$ cat src/logic/pps_pkg.sv
// Purpose: shared constants and types of the passive parallel slave port
// Assumes: AHB-Lite register access, 32-bit data, one register per word
// Notes: printed offsets are register indices; byte address is four times the index
package pps_pkg;

    // ==========================================================
    // register indices and byte addresses
    localparam logic [31:0] IDX_CONFIG = 32'h4000101C;
    localparam logic [31:0] IDX_RD_STAT = 32'h40001096;
    localparam logic [31:0] IDX_WR_CAPT = 32'h40001097;
    localparam logic [31:0] IDX_RD_DATA = 32'h400010C8;
    localparam logic [31:0] IDX_PA_OUT = 32'h40001100;
    localparam logic [31:0] IDX_EVT_STAT = 32'h40001101;
    localparam logic [31:0] IDX_EVT_MASK = 32'h40001102;
    localparam int ADDR_LSB = 2;
    localparam int DEC_W = 14;

    // ==========================================================
    // configuration register fields and interrupt source bit positions
    localparam int CFG_EN = 0;
    localparam int CFG_IE_CMD = 1;
    localparam int CFG_IE_WR = 2;
    localparam int CFG_IE_RD = 3;
    localparam int CFG_F_CMD = 5;
    localparam int CFG_F_WR = 6;
    localparam int CFG_F_RD = 7;
    localparam int STAT_IRQ_BIT = 7;
    localparam int PA_IRQ_BIT = 3;

    // event status / mask bits
    localparam int EVT_RD = 0;
    localparam int EVT_WR_DATA = 1;
    localparam int EVT_WR_CMD = 2;
    localparam int EVT_W = 3;

    localparam logic [7:0] BYTE_RESET = 8'h00;
    localparam logic [1:0] HTRANS_NONSEQ = 2'h2;
    localparam logic HRESP_OKAY = 1'b0;

    // ==========================================================
    // types
    typedef struct packed {
        logic cs_n;
        logic wr_n;
        logic rd_n;
        logic cmd_sel;
        logic [7:0] data;
    } pps_pins_t;

    typedef enum logic [1:0] {
        BUS_IDLE = 2'b00,
        BUS_WAIT = 2'b01,
        BUS_DONE = 2'b10
    } pps_bus_t;

    typedef struct packed {
        logic en;
        logic ie_rd;
        logic ie_wr;
        logic ie_cmd;
        logic f_rd;
        logic f_wr;
        logic f_cmd;
    } pps_cfg_t;

endpackage : pps_pkg

$ cat src/logic/pps_port.sv
// Purpose: passive 8-bit parallel slave port with AHB-Lite register access
// Assumes: host pins are asynchronous to mclk and are held for several mclk cycles
// Notes: host strobes pass two flip-flops; captures happen on strobe release
// Function
// - while chip select is high the port does nothing and leaves the data lines undriven.
// - chip select low with both strobes high moves nothing and leaves the lines undriven.
// - the data bus is an input during writes and is driven only during reads.
// - a write with the select line high captures the byte as a command, read strobe ignored.
// - a write with the select line low captures the byte as data.
// - a read with the select line high drives the preset status byte.
// - a read with the select line low drives the preset read-data byte.
// - the host interrupt line is the OR of status bit 7 and port A output bit 3, low means request.
// - capture, status and read-data storage replace the port B registers while enabled.
// - configuration bit 0 enables the port and resets to 0.
// - configuration bit 7 sets when a host read completes and clears by writing 1.
// - configuration bit 6 sets when a host write completes and clears by writing 1.
// - configuration bit 5 reads 1 while the latest captured write was a command.
// - configuration bits 3, 2 and 1 enable read, data-write and command-write interrupts.
// - software presets status bit 7 high so the request line idles high.
// - after the read flag, software may preset the next byte for the host.
`timescale 1ns/100ps
module pps_port (
    input wire logic mclk,
    input wire logic rst_n,
    input wire logic hsel,
    input wire logic [31:0] haddr,
    input wire logic [1:0] htrans,
    input wire logic hwrite,
    input wire logic [2:0] hsize,
    input wire logic [31:0] hwdata,
    input wire logic hready,
    output logic hreadyout,
    output logic [31:0] hrdata,
    output logic hresp,
    input wire logic host_chip_select_n,
    input wire logic host_write_strobe_n,
    input wire logic host_read_strobe_n,
    input wire logic host_cmd_data_select,
    input wire logic [7:0] host_data_bus_in,
    output logic [7:0] host_data_bus_out,
    output logic host_data_bus_oe,
    output logic host_irq_n,
    output logic cpu_irq
);

    // ==========================================================
    // state
    typedef struct packed {
        pps_pkg::pps_pins_t sync1;
        pps_pkg::pps_pins_t sync2;
        pps_pkg::pps_pins_t prev;
        pps_pkg::pps_cfg_t cfg;
        logic [7:0] rd_stat;
        logic [7:0] rd_data;
        logic [7:0] wr_capt;
        logic [7:0] pa_out;
        logic [pps_pkg::EVT_W-1:0] evt_stat;
        logic [pps_pkg::EVT_W-1:0] evt_mask;
        pps_pkg::pps_bus_t bus;
        logic ph_write;
        logic [pps_pkg::DEC_W-1:0] ph_addr;
        logic hready;
        logic [31:0] hrdata;
        logic [7:0] dout;
        logic doe;
        logic irq_n;
        logic irq;
    } pps_state_t;

    localparam pps_state_t STATE_RESET = '{
        sync1: '1,
        sync2: '1,
        prev: '1,
        cfg: '0,
        rd_stat: pps_pkg::BYTE_RESET,
        rd_data: pps_pkg::BYTE_RESET,
        wr_capt: pps_pkg::BYTE_RESET,
        pa_out: pps_pkg::BYTE_RESET,
        evt_stat: '0,
        evt_mask: '0,
        bus: pps_pkg::BUS_IDLE,
        ph_write: 1'b0,
        ph_addr: '0,
        hready: 1'b1,
        hrdata: 32'h0000_0000,
        dout: pps_pkg::BYTE_RESET,
        doe: 1'b0,
        irq_n: 1'b0,
        irq: 1'b0
    };

    pps_state_t s_r;
    pps_state_t s_nxt;

    // ==========================================================
    // helpers
    // word address bits compared against an index; four times the index is the byte address
    function automatic logic [pps_pkg::DEC_W-1:0] word_of(input logic [31:0] idx);
        logic [31:0] byte_addr;
        byte_addr = {idx[29:0], 2'b00};
        word_of = byte_addr[pps_pkg::ADDR_LSB +: pps_pkg::DEC_W];
    endfunction : word_of

    function automatic pps_pkg::pps_cfg_t cfg_of(input logic [7:0] b, input pps_pkg::pps_cfg_t old);
        pps_pkg::pps_cfg_t c;
        c = old;
        c.en = b[pps_pkg::CFG_EN];
        c.ie_cmd = b[pps_pkg::CFG_IE_CMD];
        c.ie_wr = b[pps_pkg::CFG_IE_WR];
        c.ie_rd = b[pps_pkg::CFG_IE_RD];
        cfg_of = c;
    endfunction : cfg_of

    function automatic logic [7:0] cfg_byte(input pps_pkg::pps_cfg_t c);
        logic [7:0] b;
        b = 8'h00;
        b[pps_pkg::CFG_EN] = c.en;
        b[pps_pkg::CFG_IE_CMD] = c.ie_cmd;
        b[pps_pkg::CFG_IE_WR] = c.ie_wr;
        b[pps_pkg::CFG_IE_RD] = c.ie_rd;
        b[pps_pkg::CFG_F_CMD] = c.f_cmd;
        b[pps_pkg::CFG_F_WR] = c.f_wr;
        b[pps_pkg::CFG_F_RD] = c.f_rd;
        cfg_byte = b;
    endfunction : cfg_byte

    // ==========================================================
    // next state
    always_comb begin
        logic sel;
        logic wr_end;
        logic rd_end;
        logic rd_active;
        logic sw_wr;
        logic [7:0] wb;
        logic [pps_pkg::EVT_W-1:0] evt_set;
        logic [pps_pkg::EVT_W-1:0] evt_clr;
        logic cfg_rd_clr;
        logic cfg_wr_clr;
        sel = 1'b0;
        wr_end = 1'b0;
        rd_end = 1'b0;
        rd_active = 1'b0;
        sw_wr = 1'b0;
        wb = hwdata[7:0];
        evt_set = '0;
        evt_clr = '0;
        cfg_rd_clr = 1'b0;
        cfg_wr_clr = 1'b0;
        s_nxt = s_r;

        // host pins: first stage feeds only the second
        s_nxt.sync1 = '{cs_n: host_chip_select_n, wr_n: host_write_strobe_n, rd_n: host_read_strobe_n,
                        cmd_sel: host_cmd_data_select, data: host_data_bus_in};
        s_nxt.sync2 = s_r.sync1;
        s_nxt.prev = s_r.sync2;

        // strobe release ends a transfer; prev still holds the settled bus and select line
        sel = s_r.cfg.en && !s_r.prev.cs_n;
        wr_end = sel && !s_r.prev.wr_n && s_r.sync2.wr_n;
        rd_end = sel && s_r.prev.wr_n && !s_r.prev.rd_n && s_r.sync2.rd_n;
        rd_active = s_r.cfg.en && !s_r.sync2.cs_n && s_r.sync2.wr_n && !s_r.sync2.rd_n;

        // ==========================================================
        // host side
        if (wr_end) begin
            s_nxt.wr_capt = s_r.prev.data;
            s_nxt.cfg.f_cmd = s_r.prev.cmd_sel;
            evt_set[pps_pkg::EVT_WR_CMD] = s_r.prev.cmd_sel;
            evt_set[pps_pkg::EVT_WR_DATA] = !s_r.prev.cmd_sel;
        end
        evt_set[pps_pkg::EVT_RD] = rd_end;

        s_nxt.doe = rd_active;
        if (rd_active) begin
            s_nxt.dout = s_r.sync2.cmd_sel ? s_r.rd_stat : s_r.rd_data;
        end

        // ==========================================================
        // bus slave: one wait cycle so read data leaves a flip-flop
        s_nxt.hready = 1'b1;
        unique case (s_r.bus)
            pps_pkg::BUS_IDLE: begin
                if (hsel && hready && htrans == pps_pkg::HTRANS_NONSEQ) begin
                    s_nxt.bus = pps_pkg::BUS_WAIT;
                    s_nxt.ph_write = hwrite;
                    s_nxt.ph_addr = haddr[pps_pkg::ADDR_LSB +: pps_pkg::DEC_W];
                    s_nxt.hready = 1'b0;
                end
            end
            pps_pkg::BUS_WAIT: begin
                s_nxt.bus = pps_pkg::BUS_DONE;
                sw_wr = s_r.ph_write;
                s_nxt.hrdata = 32'h0000_0000;
                if (!s_r.ph_write) begin
                    if (s_r.ph_addr == word_of(pps_pkg::IDX_CONFIG)) begin
                        s_nxt.hrdata[7:0] = cfg_byte(s_r.cfg);
                    end else if (s_r.ph_addr == word_of(pps_pkg::IDX_RD_STAT)) begin
                        s_nxt.hrdata[7:0] = s_r.rd_stat;
                    end else if (s_r.ph_addr == word_of(pps_pkg::IDX_WR_CAPT)) begin
                        s_nxt.hrdata[7:0] = s_r.wr_capt;
                    end else if (s_r.ph_addr == word_of(pps_pkg::IDX_RD_DATA)) begin
                        s_nxt.hrdata[7:0] = s_r.rd_data;
                    end else if (s_r.ph_addr == word_of(pps_pkg::IDX_PA_OUT)) begin
                        s_nxt.hrdata[7:0] = s_r.pa_out;
                    end else if (s_r.ph_addr == word_of(pps_pkg::IDX_EVT_STAT)) begin
                        s_nxt.hrdata[pps_pkg::EVT_W-1:0] = s_r.evt_stat;
                    end else if (s_r.ph_addr == word_of(pps_pkg::IDX_EVT_MASK)) begin
                        s_nxt.hrdata[pps_pkg::EVT_W-1:0] = s_r.evt_mask;
                    end
                end
            end
            pps_pkg::BUS_DONE: begin
                // back to back: a new address phase may sit beside this data phase
                s_nxt.bus = pps_pkg::BUS_IDLE;
                if (hsel && hready && htrans == pps_pkg::HTRANS_NONSEQ) begin
                    s_nxt.bus = pps_pkg::BUS_WAIT;
                    s_nxt.ph_write = hwrite;
                    s_nxt.ph_addr = haddr[pps_pkg::ADDR_LSB +: pps_pkg::DEC_W];
                    s_nxt.hready = 1'b0;
                end
            end
            default: begin
                s_nxt.bus = pps_pkg::BUS_IDLE;
            end
        endcase

        // ==========================================================
        // software writes; unmapped addresses read zero and ignore writes
        if (sw_wr) begin
            if (s_r.ph_addr == word_of(pps_pkg::IDX_CONFIG)) begin
                s_nxt.cfg = cfg_of(wb, s_r.cfg);
                cfg_rd_clr = wb[pps_pkg::CFG_F_RD];
                cfg_wr_clr = wb[pps_pkg::CFG_F_WR];
            end else if (s_r.ph_addr == word_of(pps_pkg::IDX_RD_STAT)) begin
                s_nxt.rd_stat = wb;
            end else if (s_r.ph_addr == word_of(pps_pkg::IDX_RD_DATA)) begin
                s_nxt.rd_data = wb;
            end else if (s_r.ph_addr == word_of(pps_pkg::IDX_PA_OUT)) begin
                s_nxt.pa_out = wb;
            end else if (s_r.ph_addr == word_of(pps_pkg::IDX_EVT_STAT)) begin
                evt_clr = wb[pps_pkg::EVT_W-1:0];
            end else if (s_r.ph_addr == word_of(pps_pkg::IDX_EVT_MASK)) begin
                s_nxt.evt_mask = wb[pps_pkg::EVT_W-1:0];
            end
        end

        // a host event in the clearing cycle survives the clear
        s_nxt.cfg.f_rd = rd_end || (s_r.cfg.f_rd && !cfg_rd_clr);
        s_nxt.cfg.f_wr = wr_end || (s_r.cfg.f_wr && !cfg_wr_clr);
        s_nxt.evt_stat = evt_set | (s_r.evt_stat & ~evt_clr);

        // ==========================================================
        // interrupt lines, registered from current register contents
        s_nxt.irq_n = s_r.rd_stat[pps_pkg::STAT_IRQ_BIT] | s_r.pa_out[pps_pkg::PA_IRQ_BIT];
        s_nxt.irq = (s_r.cfg.f_rd && s_r.cfg.ie_rd)
                  || (s_r.cfg.f_wr && s_r.cfg.ie_wr && !s_r.cfg.f_cmd)
                  || (s_r.cfg.f_wr && s_r.cfg.ie_cmd && s_r.cfg.f_cmd)
                  || (|(s_r.evt_stat & s_r.evt_mask));
    end

    // ==========================================================
    // registers
    always_ff @(posedge mclk) begin
        if (!rst_n) begin
            s_r <= STATE_RESET;
        end else begin
            s_r <= s_nxt;
        end
    end

    // ==========================================================
    // outputs
    assign hreadyout = s_r.hready;
    assign hrdata = s_r.hrdata;
    assign hresp = pps_pkg::HRESP_OKAY;
    assign host_data_bus_out = s_r.dout;
    assign host_data_bus_oe = s_r.doe;
    assign host_irq_n = s_r.irq_n;
    assign cpu_irq = s_r.irq;

    // unused by design: only whole-word transfers are expected
    logic unused_ok;
    assign unused_ok = ^{hsize, hwdata[31:8], haddr[31:16], haddr[1:0]};

endmodule : pps_port

$ cat config.mk
export PLATFORM = sky130hd
export DESIGN_NAME = pps_port
export DESIGN_NICKNAME = d
export VERILOG_FILES = /design/src/logic/pps_pkg.sv /design/src/logic/pps_port.sv
export SDC_FILE = /design/constraint.sdc
export NUM_CORES = 1
export LEC_CHECK = 0
export BUFFER_PORTS_ARGS = -buffer_cell sky130_fd_sc_hd__buf_2
export CAP_MARGIN = 20
export CORE_MARGIN = 2
export CORE_UTILIZATION = 53
export DETAILED_ROUTE_END_ITERATION = 12
export PLACE_DENSITY = 0.84
export SKIP_LAST_GASP = 1
export SYNTH_ARGS = -nofsm -noshare
export SYNTH_HDL_FRONTEND = slang
export SYNTH_SLANG_ARGS = --single-unit
$ cat constraint.sdc
create_clock -name mclk -period 2.7 [get_ports mclk]
set_clock_uncertainty 0.15 [all_clocks]
set_input_delay 0.27 -clock mclk [delete_from_list [all_inputs] [get_ports mclk]]
set_output_delay 0.27 -clock mclk [all_outputs]
set_load 0.005 [all_outputs]
==> key figures <==
Synthesis
  – Share of Yosys cell area claimed by the top area cell type: 0.474
  – YS warnings: 0
  – EDFF count, synth: 0
  – Post-synthesis area per instance: 9.94 sq um
  – Area leader, netlist: dfxtp_1
  – Netlist cell types: 50
  – Synth cell count leaders: dfxtp_1, nand2_1, mux2i_1
  – Most common cell in the synthesized netlist: dfxtp_1
  – Top FF cell, synth: dfxtp_1
  – Post-synthesis sequential area ratio: 0.474
  – Fraction of registers with async set/reset: 0
  – Post-synthesis instance total: 502
  – Cell area after technology mapping: 4990 sq um
  – Flops & latches, synth: 118
  – Top cells by area, synth: dfxtp_1, mux2i_1, buf_4

Detailed routing
  – Total via count in the routed design: 3746
  – WL/cell: 15.3 microns
  – DR iter-0 viols: 263
  – Post-DRT Antenna Nets: 0
  – Final WL: 10800 microns
  – Routed length on met2: 5190 microns
  – Vias per cell: 5.28
  – Residual DRC: 0
  – DRT Pass-1 Iters: 4
  – Met3 WL: 661 microns
  – Top sig layer: met4
  – Metal-1 WL: 4650 microns

Global route
  – Tot GR Track Use: 0.227
  – Initial antenna violation count: 0
  – First-pass GRT wire length: 17600 microns
  – Largest net degree at the start of global routing: 103
  – Vias in the first global route: 3694
  – Total congestion overflow: 0

Timing
  – RSZ-0062 raised after global routing: false
  – Fin crit share: 0.881
  – Worst Tran Pin Value: 0.980 ns
  – Slew HR: 0.345
  – Final Setup Violations: 0
  – Hold Violations, Final: 0
  – Fin. max-slew vios: 0
  – Setup TNS: 0 ns
  – FMAX: 420 MHz
  – Minimum clock period: 2.38 ns

Clock network
  – CTS tree: done
  – # H-tree levels: 4
  – Max clock buf depth: 2
  – CTS Buf Count: 17
  – Sink Count: 118
  – Number of setup buffers added after CTS: 0
  – Worst skew pair latency: 0.52 ns
  – Reg clk slew, reported paths: 0.06 ns
  – Clock root buffer master: clkbuf_8

Floorplan
  – Rows: 35
  – Io pins: 131
  – Die width: 101 microns
  – Initial core utilization: 0.542
  – Die Area: 10200 sq um
  – Core area: 9200 sq um
  – Die H: 101 microns

Place
  – DP HPWL: 6870 microns
  – PortBufs: 60
  – Placer Congestion: 0.849

Cells and area
  – Fill cells: 700
  – Layout area overhead: 22.9%
  – Nets: 671
  – Share of post-route cells with drive strength above 1: 0.194
  – Ant diodes: 0

Setup path
  – Register-to-register setup slack: 0.32 ns
  – Max incr delay on CP: 0.58 ns
  – Crit. End Element: flip-flop
  – Worst path cell trace: or4b_4, or4_4, nor3_4, nand2_1, a32oi_1
  – Slowest-stage cell, CP: or4_4
  – CP delay by family, top: simple AND/OR/NAND/NOR gates
  – Crit start category: flip-flop
  – Crit path required time: 2.97 ns
  – Critical path class: flip-flop to flip-flop
  – Crit Path Max Fanout: 5
  – Critical path buffers and inverters: 0
  – Arrival time worst endpoint: 2.65 ns

Power
  – Total Power: 4.11 mW
  – Leak: 2.61 nW
  – Pwr per Cell Area: 670 nW/um^2
  – Peak VDD IR: 495 uV

Outcome
  – Status: complete, no violations

Flow run
  – Max-cap viol count: 0

Worst hold path
  – Worst min path class: primary input to flip-flop
-- sequential cells by signal, indices dropped and copies added (netlist names) --
register	cells
host_irq_n	1
host_data_bus_out	8
hreadyout	1
cpu_irq	1
s_r	74
hrdata	8
host_data_bus_oe	1
s_nxt	24
-- per-stage QoR --
stage / hold WS (ns) / cell area [sq um] / util / worst slack (ns) / cells
6_report: 0.0248 / 6130 / 0.667 / 0.320 / 709
2_1_floorplan: 0.221 / 5080 / - / 0.582 / 526
4_1_cts: 0.0155 / 6130 / 0.667 / 0.311 / 709
3_3_place_gp: 0.239 / 5200 / 0.566 / 0.483 / 642
3_5_place_dp: 0.242 / 5200 / 0.566 / 0.382 / 642
5_1_grt: 0.0379 / 6130 / 0.667 / 0.239 / 709
-- final timing paths --
kind,start,to,cells past startpoint
setup / recovery,s_r[46],hrdata[7],5
hold / removal,rst_n,s_r[62],3
setup reg to reg,s_r[46],hrdata[7],5
hold reg to reg,s_nxt[128],s_nxt[116],1
-- placed cells by master (no fill, tap or decap), drive strengths merged, types with 4 or more instances in the layout --
cell,n
o21a,7
o21ai,7
nor3,4
o211a,8
nand2b,37
a221oi,6
dfxtp,118
and3,4
mux2i,58
nand2,72
a21oi,4
dlygate4sd3,35
a21boi,11
nor2,7
conb,25
o221ai,7
clkbuf,18
buf,70
nor2b,41
clkinv,6
inv,7
a32oi,4
-- power breakdown --
part,internal (mW),switching [mW]
Clock,1.34,0.812
Combinational,0.0952,0.0784
Sequential,1.77,0.0130
Total,3.21,0.903
-- what timing repair did --
action,4_1_cts,5_1_grt
hold endpoints to repair,62,0
hold buffers,35,0
gates resized for setup,0,0
-- logic make-up after synthesis --
family	after synthesis	synth area share
AND/OR/NAND/NOR	194	0.229
multiplexers	59	0.119
other	1	0.000752
flip-flops	118	0.474
AO/OA/AOI/OAI	61	0.0943
buffers and inverters	69	0.0840
-- worst min-delay path: stages --
cell	delay (ns)
buf_2	0.21
nand2_1	0.10
mux2i_1	0.05
-- routing by layer --
metal  up-vias  GRT usage
met3        25     0.0693
met2       145      0.361
met4         0      0.117
met1      1754      0.277
met5         -          0
li1       1822          -
-- layout make-up --
class	instances	area, sq um	area share
clock buffers	18	428	0.0698
flip-flops and latches	118	2360	0.385
repair buffers	105	738	0.120
clock inverters	14	150	0.0245
inverters	4	15.0	0.00245
multi-input cells	339	2300	0.375
well taps	111	139	0.0227
No activity file was read; power rests on OpenSTA's default activity.
